<file path="config.mk">
export PLATFORM = sky130hd
export DESIGN_NAME = aic_top
export DESIGN_NICKNAME = d
export VERILOG_FILES = /design/src/shared/aic_pkg.sv /design/src/rtl/aic_clk_div.sv /design/src/rtl/aic_top.sv
export SDC_FILE = /design/constraint.sdc
export NUM_CORES = 1
export LEC_CHECK = 0
export BUFFER_PORTS_ARGS = -buffer_cell sky130_fd_sc_hd__buf_2
export CAP_MARGIN = 10
export CELL_PAD_IN_SITES_DETAIL_PLACEMENT = 1
export CELL_PAD_IN_SITES_GLOBAL_PLACEMENT = 1
export CORE_MARGIN = 1
export CORE_UTILIZATION = 29
export CTS_BUF_LIST = sky130_fd_sc_hd__clkbuf_16
export DETAILED_ROUTE_END_ITERATION = 16
export PLACE_DENSITY_LB_ADDON = 0.1
export SLEW_MARGIN = 20
export SYNTH_ARGS = -nofsm -noshare
export SYNTH_HDL_FRONTEND = slang
export SYNTH_SLANG_ARGS = --single-unit
</file>
<file path="constraint.sdc">
create_clock -name clock_i -period 2.31 [get_ports clock_i]
set_input_delay 0.3465 -clock clock_i [delete_from_list [all_inputs] [get_ports clock_i]]
set_output_delay 0.3465 -clock clock_i [all_outputs]
set_load 0.05 [all_outputs]
</file>
<file path="src/shared/aic_pkg.sv">
// package: constants for the converter input select and conversion control block
package aic_pkg;
  localparam logic [3:0] SRC_EXT0     = 4'h0;
  localparam logic [3:0] SRC_AVDD     = 4'h1;
  localparam logic [3:0] SRC_AVDD_2   = 4'h2;
  localparam logic [3:0] SRC_AVDD_4   = 4'h3;
  localparam logic [3:0] SRC_EXT1     = 4'h4;
  localparam logic [3:0] SRC_VVR      = 4'h5;
  localparam logic [3:0] SRC_VVR_2    = 4'h6;
  localparam logic [3:0] SRC_VVR_4    = 4'h7;
  localparam logic [3:0] CH_LAST      = 4'hb;
  localparam int         NUM_CH       = 12;
  localparam int         SAMPLE_TICKS = 4;
  localparam int         CONV_TICKS   = 12;
  localparam int         TOTAL_TICKS  = SAMPLE_TICKS + CONV_TICKS;
  localparam int         RES_W        = 12;
  // analog mux code driven to the core
  localparam logic [2:0] AMUX_FLOAT   = 3'h0;
  localparam logic [2:0] AMUX_EXT     = 3'h1;
  localparam logic [2:0] AMUX_AVDD    = 3'h2;
  localparam logic [2:0] AMUX_VVR     = 3'h3;
  localparam logic [2:0] AMUX_GND     = 3'h4;
  localparam logic [1:0] ATT_1        = 2'h0;
  localparam logic [1:0] ATT_2        = 2'h1;
  localparam logic [1:0] ATT_4        = 2'h2;
  localparam logic [11:0] RES_RESET   = 12'h000;
  localparam logic [7:0] DIV_RESET    = 8'h00;
endpackage

</file>
<file path="src/rtl/aic_clk_div.sv">
// conversion clock tick generator: one tick every 2**sel system clocks
module aic_clk_div (
  input  wire logic       clock_i,  // system clock
  input  wire logic       srst_i,   // sync reset
  input  wire logic       ce_i,     // clock enable
  input  wire logic       run_i,    // counting allowed
  input  wire logic [2:0] sel_i,    // divide code
  output logic            tick_o    // one conversion clock period elapsed
);
  logic [7:0] cnt_r;
  logic [7:0] cnt_nxt;
  wire  [7:0] limit = 8'((9'h001 << sel_i) - 9'h001);
  wire        wrap  = (cnt_r >= limit);
  assign tick_o  = run_i && wrap;
  assign cnt_nxt = (!run_i || wrap) ? aic_pkg::DIV_RESET : 8'(cnt_r + 8'h01);
  always_ff @(posedge clock_i) begin
    if (srst_i) begin
      cnt_r <= aic_pkg::DIV_RESET;
    end else if (ce_i) begin
      cnt_r <= cnt_nxt;
    end
  end
endmodule

</file>
<file path="src/rtl/aic_top.sv">
// converter input routing, start and busy control, result placement
// Function
// - analog-assigned pin disables all other pin functions
// - analog-assigned pin disconnects its software pull-high
// - analog-assigned pin overrides port direction control
// - source codes 0000, 0100, 1100-1111 convert the selected external channel
// - source codes 0001-0011 and 0101-0111 use internal signal, all external channels off
// - channel codes 0000-1011 route a channel, others leave input floating
// - codes 0001-0011 pick supply, half, quarter
// - codes 0101-0111 pick amplifier output, half, quarter
// - codes 10xx connect converter input to ground
// - low-high-low start pulse begins one conversion on its falling edge
// - busy set when conversion starts, cleared at completion
// - completion sets request flag; interrupt raised only when enabled
// - conversion clock is system clock, undivided or divided
// - converter runs only while power enable is high; software waits start-up
// - conversion lasts 16 clock periods: 4 sampling, 12 converting
// - divide codes 000-111 select divide by 1 to 128
// - format bit splits result 8/4 or 4/8 across high and low
module aic_top (
  input  wire logic        clock_i,           // 40 MHz system clock
  input  wire logic        srst_i,            // sync reset, active high
  input  wire logic        ce_i,              // clock enable
  input  wire logic [3:0]  input_source_select_i,     // source code
  input  wire logic [3:0]  external_channel_select_i, // channel code
  input  wire logic [2:0]  conv_clock_divide_i,       // divide code
  input  wire logic        conv_power_enable_i,       // converter power
  input  wire logic        result_format_select_i,    // result layout
  input  wire logic        start_i,           // software start bit
  input  wire logic        int_enable_i,      // converter interrupt enable
  input  wire logic        req_clear_i,       // software clears request flag
  input  wire logic [11:0] pin_analog_sel_i,  // per pin: assigned as analog input
  input  wire logic [11:0] pin_pullup_i,      // software pull-high settings
  input  wire logic [11:0] pin_dir_in_i,      // port control: 1 means input
  input  wire logic [11:0] pin_func_en_i,     // other functions requested
  input  wire logic        core_bit_i,        // comparator decision from core
  output logic [11:0]      pin_pullup_o,      // effective pull-high enables
  output logic [11:0]      pin_dir_in_o,      // effective input direction
  output logic [11:0]      pin_func_en_o,     // effective other-function enables
  output logic [11:0]      ch_connect_o,      // one-hot external channel switch
  output logic [2:0]       amux_sel_o,        // analog mux source
  output logic [1:0]       atten_o,           // internal signal attenuation
  output logic             core_power_o,      // core powered
  output logic             core_sample_o,     // core sampling phase
  output logic             conv_busy_flag_o,  // busy flag
  output logic             int_req_flag_o,    // converter interrupt request flag
  output logic             irq_o,             // interrupt to controller
  output logic [7:0]       result_high_reg_o, // result high register
  output logic [7:0]       result_low_reg_o   // result low register
);
  typedef enum logic [1:0] {IDLE, SAMPLE, CONVERT} aic_state_t;

  function automatic logic is_internal(input logic [3:0] s);
    return (s[3:2] == 2'b00 && s[1:0] != 2'b00) || (s[3:2] == 2'b01 && s[1:0] != 2'b00);
  endfunction

  function automatic logic is_ground(input logic [3:0] s);
    return s[3:2] == 2'b10;
  endfunction

  aic_state_t  state_r, state_nxt;
  logic [3:0]  tick_cnt_r, tick_cnt_nxt;
  logic [11:0] sar_r, sar_nxt;
  logic        busy_r, req_r, start_q_r;
  logic [7:0]  hi_r, lo_r;

  // pin overrides
  assign pin_func_en_o = pin_func_en_i & ~pin_analog_sel_i;
  assign pin_pullup_o  = pin_pullup_i & ~pin_analog_sel_i;
  assign pin_dir_in_o  = pin_dir_in_i | pin_analog_sel_i;

  // source routing
  wire        src_int   = is_internal(input_source_select_i);
  wire        src_gnd   = is_ground(input_source_select_i);
  wire        src_ext   = !src_int && !src_gnd;
  wire        ch_valid  = external_channel_select_i <= aic_pkg::CH_LAST;
  wire [11:0] ch_onehot = 12'h001 << external_channel_select_i;
  assign ch_connect_o = (src_ext && ch_valid) ? ch_onehot : 12'h000;
  assign amux_sel_o = src_gnd ? aic_pkg::AMUX_GND :
                      src_int ? (input_source_select_i[2] ? aic_pkg::AMUX_VVR
                                                          : aic_pkg::AMUX_AVDD)
                      : (ch_valid ? aic_pkg::AMUX_EXT : aic_pkg::AMUX_FLOAT);
  // low two bits 01/10/11 give full, half, quarter
  assign atten_o = !src_int ? aic_pkg::ATT_1 :
                   (input_source_select_i[1:0] == 2'b10) ? aic_pkg::ATT_2 :
                   (input_source_select_i[1:0] == 2'b11) ? aic_pkg::ATT_4 : aic_pkg::ATT_1;

  // conversion clock tick; counter held while idle so sampling starts aligned
  logic tick;
  aic_clk_div u_div (
    .clock_i (clock_i),
    .srst_i  (srst_i),
    .ce_i    (ce_i),
    .run_i   (busy_r),
    .sel_i   (conv_clock_divide_i),
    .tick_o  (tick)
  );

  // falling edge of start completes the low-high-low pulse
  wire start_fall = start_q_r && !start_i;
  wire go         = start_fall && conv_power_enable_i;
  wire last_tick  = tick && (tick_cnt_r == 4'(aic_pkg::TOTAL_TICKS - 1));
  // a completion that meets power loss counts as an abort: no request, no load
  wire done       = (state_r == CONVERT) && last_tick && conv_power_enable_i;

  always_comb begin
    state_nxt    = state_r;
    tick_cnt_nxt = tick_cnt_r;
    sar_nxt      = sar_r;
    case (state_r)
      IDLE: begin
        tick_cnt_nxt = 4'h0;
        if (go) begin
          state_nxt = SAMPLE;
          sar_nxt   = aic_pkg::RES_RESET;
        end
      end
      SAMPLE: begin
        if (tick) begin
          tick_cnt_nxt = 4'(tick_cnt_r + 4'h1);
          if (tick_cnt_r == 4'(aic_pkg::SAMPLE_TICKS - 1)) begin
            state_nxt = CONVERT;
          end
        end
      end
      CONVERT: begin
        if (tick) begin
          tick_cnt_nxt = 4'(tick_cnt_r + 4'h1);
          sar_nxt      = {sar_r[10:0], core_bit_i};  // msb first
          if (last_tick) begin
            state_nxt = IDLE;
          end
        end
      end
      default: state_nxt = IDLE;
    endcase
    // power loss aborts
    if (!conv_power_enable_i) begin
      state_nxt = IDLE;
    end
  end

  wire [11:0] res_bits = {sar_r[10:0], core_bit_i};
  // format 0: high=D[11:4], low={D[3:0],0000}; format 1: high={0000,D[11:8]}, low=D[7:0]
  wire [7:0] hi_nxt = result_format_select_i ? {4'h0, res_bits[11:8]} : res_bits[11:4];
  wire [7:0] lo_nxt = result_format_select_i ? res_bits[7:0] : {res_bits[3:0], 4'h0};

  always_ff @(posedge clock_i) begin
    if (srst_i) begin
      state_r    <= IDLE;
      tick_cnt_r <= 4'h0;
      sar_r      <= aic_pkg::RES_RESET;
      busy_r     <= 1'b0;
      req_r      <= 1'b0;
      start_q_r  <= 1'b0;
      hi_r       <= 8'h00;
      lo_r       <= 8'h00;
    end else if (ce_i) begin
      state_r    <= state_nxt;
      tick_cnt_r <= tick_cnt_nxt;
      sar_r      <= sar_nxt;
      start_q_r  <= start_i;
      busy_r     <= (state_nxt != IDLE);
      req_r      <= done || (req_r && !req_clear_i);
      if (done && conv_power_enable_i) begin
        hi_r <= hi_nxt;
        lo_r <= lo_nxt;
      end
    end
  end

  assign core_power_o      = conv_power_enable_i;
  assign core_sample_o     = (state_r == SAMPLE);
  assign conv_busy_flag_o  = busy_r;
  assign int_req_flag_o    = req_r;
  assign irq_o             = req_r && int_enable_i;
  assign result_high_reg_o = hi_r;
  assign result_low_reg_o  = lo_r;

  busy_on_start_a: assert property (@(posedge clock_i) disable iff (srst_i)
    ce_i && go && state_r == IDLE |=> busy_r)
    else $error("busy not set after start");
  no_start_off_a: assert property (@(posedge clock_i) disable iff (srst_i)
    ce_i && state_r == IDLE && !conv_power_enable_i |=> !busy_r)
    else $error("busy set while powered down");
  done_sets_req_a: assert property (@(posedge clock_i) disable iff (srst_i)
    ce_i && done |=> req_r && !busy_r)
    else $error("completion did not set request and clear busy");
  irq_gate_a: assert property (@(posedge clock_i) disable iff (srst_i)
    ce_i && done |=> irq_o == int_enable_i)
    else $error("interrupt not gated by enable");
  ext_off_int_a: assert property (@(posedge clock_i) disable iff (srst_i)
    src_int |-> ch_connect_o == 12'h000)
    else $error("external channel on with internal source");
  float_ch_a: assert property (@(posedge clock_i) disable iff (srst_i)
    src_ext && !ch_valid |-> ch_connect_o == 12'h000 && amux_sel_o == aic_pkg::AMUX_FLOAT)
    else $error("invalid channel not floating");
  gnd_src_a: assert property (@(posedge clock_i) disable iff (srst_i)
    input_source_select_i[3:2] == 2'b10 |-> amux_sel_o == aic_pkg::AMUX_GND)
    else $error("ground code not grounded");
  pin_override_a: assert property (@(posedge clock_i) disable iff (srst_i)
    ((pin_pullup_o | pin_func_en_o) & pin_analog_sel_i) == 12'h000 &&
    (pin_dir_in_o & pin_analog_sel_i) == pin_analog_sel_i)
    else $error("analog pin keeps other functions");
  sample_len_a: assert property (@(posedge clock_i) disable iff (srst_i)
    ce_i && state_r == SAMPLE && tick && tick_cnt_r == 4'(aic_pkg::SAMPLE_TICKS - 1)
    |=> state_r == CONVERT)
    else $error("sampling not four periods");
  hold_off_a: assert property (@(posedge clock_i) disable iff (srst_i)
    !conv_power_enable_i |=> $stable(hi_r) && $stable(lo_r))
    else $error("result changed while disabled");

  conv_done_c: cover property (@(posedge clock_i) disable iff (srst_i) done);
  irq_c:       cover property (@(posedge clock_i) disable iff (srst_i) irq_o);
  abort_c:     cover property (@(posedge clock_i) disable iff (srst_i)
    busy_r && !conv_power_enable_i);
endmodule

</file>
== Word level (Yosys, flattened, before mapping) ==
Index checks and enable logic that the tools add are counted.
Word-level totals
  logic and storage cells: 85
  output and inout port bits: 74
  memories kept: 0
  latch bits: 0
  bits in registers: 44
  memory bits (writable): 0
  memory bits (read-only): 0
Operators by class
  reductions and logical operators: 31
  equal/unequal tests: 11
  $mul: 0
  bitwise gates (word level): 4
  $add $sub $neg: 3
  muxes and demuxes: 23
  div/mod/pow operators: 0
  shift operators: 2
  magnitude comparators: 2
Operators with widths (count)
  12-bit bitwise AND: 2
  8-bit two-way mux: 3
  11-bit two-way mux: 2
  11-bit case mux with 2 select lines: 1
  2-bit two-way mux: 10
  1-bit logical AND: 13
  12-bit two-way mux: 1
  12-bit NOT: 1
  12-bit bitwise OR: 1
  1-bit by 4-bit left shift with 12-bit output, first input constant: 1
  8-bit by 1-bit adder with 8-bit output, second input constant: 1
  2-bit equality test, second input constant: 4
  8-bit >= comparator: 1
  4-bit case mux with 2 select lines: 1
  2-bit nonzero test: 4
  1-bit by 3-bit left shift with 8-bit output, first input constant: 1
  8-bit by 1-bit subtractor with 8-bit output, second input constant: 1
  2-bit case mux with 3 select lines: 1
  1-bit logical NOT: 5
  4-bit by 1-bit adder with 4-bit output, second input constant: 1
  2-bit by 1-bit equality test with 1-bit output, second input constant: 2
  4-bit by 2-bit equality test with 1-bit output, second input constant: 1
  4-bit equality test, second input constant: 1
  4-bit less-or-equal comparator, second input constant: 1
  other kinds (11): 16

== Depth between registers and ports, before layout ==
  word-level depth: 10
  depth in mapped cells: 9
  depth with buffers taken out: 8

== Modules after synthesis ==
A second synthesis with hierarchy kept.
Unflattened totals
  cell total of the unflattened synthesis: 330
  area total of the unflattened synthesis: 2751.4 µm²
By module, submodules not included
  aic_top: times used 1, cells an instance 259, sequential area each 720.7 µm², area each 2099.5 µm²
  aic_clk_div: times used 1, cells an instance 71, sequential area each 160.2 µm², area each 651.9 µm²

== Worst setup path after synthesis ==
OpenSTA, ideal clock, no wires.
  path type: in2out
  start: input input_source_select_i[1]
  end: output ch_connect_o[4]
  path buffers: 0
  stages on the path: 4
  slack: -0.215 ns
  data arrival time: 2.178 ns
  data required time: 1.964 ns
  cell sequence: nor3_1 -> a21oi_1 -> or3_1 -> nor3b_1
Between the ends
  word-level cells in the longest chain between the ends: 7
  elaborated cells between the ends (all ways): 8
  those cells by class: 1 x mux; 7 x reduce/logical
RTL lines
  start: declaration: line aic_top.sv:24  | input wire logic [3:0] input_source_select_i,
  2-bit nonzero test (*): line aic_top.sv:54  | return (s[3:2] == 2'b00 && s[1:0] != 2'b00) || (s[3:2] == 2'b01 && s[1:0] != 2'b00);
  1-bit logical AND: line aic_top.sv:54
  1-bit logical OR (*): line aic_top.sv:54
  1-bit logical NOT (*)
  1-bit logical AND (*): line aic_top.sv:75  | wire src_ext = !src_int && !src_gnd;
  1-bit logical AND (*): line aic_top.sv:78  | assign ch_connect_o = (src_ext && ch_valid) ? ch_onehot : 12'h000;
  12-bit two-way mux (*): line aic_top.sv:78
  end: declaration: line aic_top.sv:40  | output logic [11:0] ch_connect_o,
Mark *: on every way between the ends. The rest lies on a longest branch, timed or not.

== Final worst setup path ==
  start: input conv_clock_divide_i[0]
  end: register tick_cnt_r[2]
Between the ends
  word-level cells in the longest chain between the ends: 6
RTL lines
  start: declaration: line aic_top.sv:26  | input wire logic [2:0] conv_clock_divide_i,
  1-bit by 3-bit left shift with 8-bit output: line aic_clk_div.sv:12  | wire [7:0] limit = 8'((9'h001 << sel_i) - 9'h001);
  8-bit by 1-bit subtractor with 8-bit output: line aic_clk_div.sv:12
  8-bit >= comparator: line aic_clk_div.sv:13  | wire wrap = (cnt_r >= limit);
  1-bit logical AND: line aic_clk_div.sv:14  | assign tick_o = run_i && wrap;
  2-bit by 1-bit != test with 1-bit output (no source line)
  3-bit AND reduction (no source line)
  end signal: assignment: line aic_top.sv:160  | tick_cnt_r <= tick_cnt_nxt;
  end: declaration: line aic_top.sv:62  | logic [3:0] tick_cnt_r, tick_cnt_nxt;
No other way between the ends.
A chain may end at the register's enable or synchronous reset.

==> results.md <==
### Pwr
* fraction of power spent switching nets: 29.2%
* part of the power in registers: 38.6%
* maximum VDD drop: 0.000289 V
* Comb pwr share: 19.2%
* Internal Dissipation: 1.40 mW
* Net Switching: 577 uW
* power density normalized to cell area: 487 nW/um2
* relative contribution of the clock network to total power: 42.1%
* Static Leakage: 1.79 nW

### Die
* die boundary height: 103 um
* die boundary width: 103 um
* initial cell density of the core: 30.0%
* die footprint: 10600 um2
* io pins: 142
* standard-cell row count: 36
* placeable core region: 9820 um2

### Critical path
* delay of the slowest cell on the worst path: 0.37 ns
* arrival time of data at the critical path endpoint: 2.33 ns
* worst setup path startpoint: conv_clock_divide_i[0]
* crit path launch type: primary input
* Reg2Reg Launch Point: u_div.cnt_r[2]$_SDFFE_PP0P_
* type of element capturing the critical path: flop
* worst setup path category: primary input to flop
* Crit path required time: 2.49 ns
* cell occurring most often along the worst timing path: sky130_fd_sc_hd__a21oi_1
* biggest fanout along the worst timing path: 5
* cells traversed along the worst timing path: buf_2, or3_1, ha_1, and3_1, o21ai_2, a31o_4, buf_4, a21oi_1, a21oi_1, a311oi_1
* master of the slowest instance on the critical path: sky130_fd_sc_hd__or3_1

### Place
* I/O Buffers: 141
* routability congestion estimate: 0.812
* pre-CTS setup slack: -0.214 ns
* post-detailed-placement half-perimeter wirelength: 6840 um

### STA
* setup-violating endpoint count in the final report: 0
* setup TNS after final layout: 0 ns
* relative max-transition margin: 64.7%
* Period minus WS final: 2.15 ns
* final worst clock skew: 0.00203 ns
* Fmax achieved: 466 MHz
* RSZ-0062 raised after global routing: false
* number of pins with negative max-slew slack in the final report: 0
* portion of the clock cycle consumed by the worst path in the final layout: 93.0%
* final hold vios: 0
* final setup margin: 0.163 ns
* Least-Margin Pin Slew: 0.529 ns

### Detailed routing
* first-pass iteration count of the detailed router: 4
* mean number of vias per cell: 4.79
* residual antenna-violating net count after detailed routing: 0
* routed length per placed instance: 13.2 um
* total detailed-routing wirelength: 8500 um
* Detailed Route Iter0 Violations: 84
* final routed DRC violation total: 0
* total number of vias: 3087

### Finish
* fin util: 41.3%
* commonest cells after routing, fill and taps aside: sky130_fd_sc_hd__buf_2 (141), sky130_fd_sc_hd__nand2_1 (48), sky130_fd_sc_hd__dfxtp_1 (44)
* # fillers: 1261
* Syn-to-layout area delta: 37.9%
* number of inserted diodes: 0
* nets@finish: 593
* layout cell share with drive strength beyond 1: 42.8%
* most frequent standard cell in the layout excluding fill and tap cells: sky130_fd_sc_hd__buf_2

### Synthesis
* Synth Net Count: 446
* synthesized area: 2940 um2
* flip-flop and latch count after synthesis: 44
* share of synthesized registers carrying an async set or reset: 0%
* count of mapped cells out of synthesis: 364
* xor/xnor cell area share of the yosys netlist: 2.08%
* EDFF count, synth: 0
* Syn. warnings: 0
* Synth area leaders: sky130_fd_sc_hd__dfxtp_1 (30%), sky130_fd_sc_hd__nand2_1 (6.1%), sky130_fd_sc_hd__ha_1 (6.0%), sky130_fd_sc_hd__nor2b_1 (5.5%), sky130_fd_sc_hd__mux2_4 (4.6%)
* share of synthesized area occupied by flip-flops and latches: 29.9%
* Mapped Avg Cell Area: 8.08 um2
* fraction of synthesized area in multiplexers: 8.38%
* distinct cell type count after synthesis: 46
* Synth Area in Compound Gates: 17.0%
* cell taking the most area after synthesis: sky130_fd_sc_hd__dfxtp_1
* main flop type after synthesis: sky130_fd_sc_hd__dfxtp_1
* Synth top area share: 29.9%
* simple-gate share of the synthesized area: 31.3%
* main combinational cell family by area after synthesis: simple AND/OR/NAND/NOR gates
* post-synthesis share of cell area spent on full adders, half adders and majority gates: 5.95%

### Global route
* largest net degree at the start of global routing: 25
* antenna violations before repair: 0
* Tot GR Track Use: 16.0%
* vias in the first global route: 2938
* global-route wire length before repair: 13300 um
* remaining global-route overflow: 0

### Clocking
* sink count of the clock tree: 44
* number of H-tree levels: 2
* buffer cell driving the clock tree root: sky130_fd_sc_hd__clkbuf_16
* Max Root-Sink Buffers: 2
* clock-pin slew on the worst setup and hold paths: 0.07 ns
* CTS tree: built
* # hold bufs at CTS: 0
* cts bufs inserted: 5
* Clk Latency, worst-skew pair: 0.29 ns
* number of resized instances in the post-cts repair step: 0
* number of buffers inserted to repair setup after CTS: 0

### Min path
* startpoint of the lowest-slack hold path: start_i
* type of the most critical hold path: primary input to flop

### Outcome
* outcome: finished, final reports clean

### Job
* max-capacitance violation count: 0

-- logic make-up (layout without fill, tap and decap cells) --
kind of cell    Yosys count  count (layout)
simple gates            179             179
compound gates           71              71
flops                    44              44
buf+inv                  28             176
mux                      20              20
fa+ha+maj                14              14
xor+xnor                  7               7
other cells               1               1
-- state kept, by name, summed over array words and instances, names as in the netlist --
register / cells
u_div.cnt_r: 8
conv_busy_flag_o: 1
result_low_reg_o: 8
start_q_r: 1
int_req_flag_o: 1
result_high_reg_o: 8
tick_cnt_r: 4
state_r: 2
sar_r: 11
-- cell type report --
type | instances | area (um2) | share of cell area (%)
Sequential cell | 44 | 881 | 21.7
Timing Repair Buffer | 160 | 873 | 21.5
Clock buffer | 5 | 125 | 3.08
Tap cell | 133 | 166 | 4.10
Inverter | 8 | 30.0 | 0.740
Multi-Input combinational cell | 292 | 1930 | 47.7
Clock inverter | 3 | 46.3 | 1.14
-- cells in the mapped netlist (9+ instances only) --
cell	count
sky130_fd_sc_hd__clkbuf_1	10
sky130_fd_sc_hd__nor2b_1	26
sky130_fd_sc_hd__dfxtp_1	44
sky130_fd_sc_hd__ha_1	14
sky130_fd_sc_hd__nand2_1	48
sky130_fd_sc_hd__mux2i_1	10
sky130_fd_sc_hd__a21oi_2	10
sky130_fd_sc_hd__a21oi_1	24
sky130_fd_sc_hd__or2_2	13
sky130_fd_sc_hd__nor2_1	27
sky130_fd_sc_hd__nand3_1	23
sky130_fd_sc_hd__mux2_4	9
sky130_fd_sc_hd__o21ai_0	9
-- power by group through the flow --
stage | sequential (mW) | combinational (mW) | clock, mW
after floorplan | 0.781 | 0.252 | 0
after detailed placement | 0.780 | 0.384 | 0
after global routing | 0.762 | 0.410 | 0.887
after CTS | 0.762 | 0.384 | 0.856
after global placement | 0.780 | 0.376 | 0
final | 0.763 | 0.380 | 0.832
-- per-stage QoR --
| stage | std cells | hold WS [ns] | area [um2] | power [mW] |
|---|---|---|---|---|
| floorplan | 364 | 0.461 | 2970 | 1.03 |
| global placement | 637 | 0.436 | 3880 | 1.16 |
| detailed placement | 637 | 0.446 | 3880 | 1.16 |
| CTS | 645 | 0.314 | 4050 | 2.00 |
| global route | 645 | 0.328 | 4060 | 2.06 |
| finish | 645 | 0.313 | 4060 | 1.97 |
-- worst paths after layout --
kind	to	slack (ns)	depth (start not counted)
worst min-delay path	start_q_r$_SDFFE_PP0P_	0.31	3
worst max-delay path	tick_cnt_r[2]$_SDFFE_PP0P_	0.16	10
worst min register to register	result_high_reg_o[7]$_SDFFE_PP0P_	0.45	2
worst max register to register	sar_r[8]$_SDFFE_PP0P_	0.24	8
-- worst max-delay path, delay by kind of cell --
family                     cells  cell delay (ns)
AOI/OAI and AO/OA              5             0.95
adders and majority gates      1             0.27
and+or+nand+nor                2             0.52
buffers and inverters          2             0.24
-- per-layer routing --
metal / up-vias / global-route usage, % / part of all wire [%]
met2: 88 / 30.3 / 50
met5: - / 0 / 0
met3: 6 / 2.10 / 5.0
met1: 1441 / 18.7 / 44
met4: 0 / 4.51 / 0.95
li1: 1552 / - / -
(Power assumes the default switching activity.)
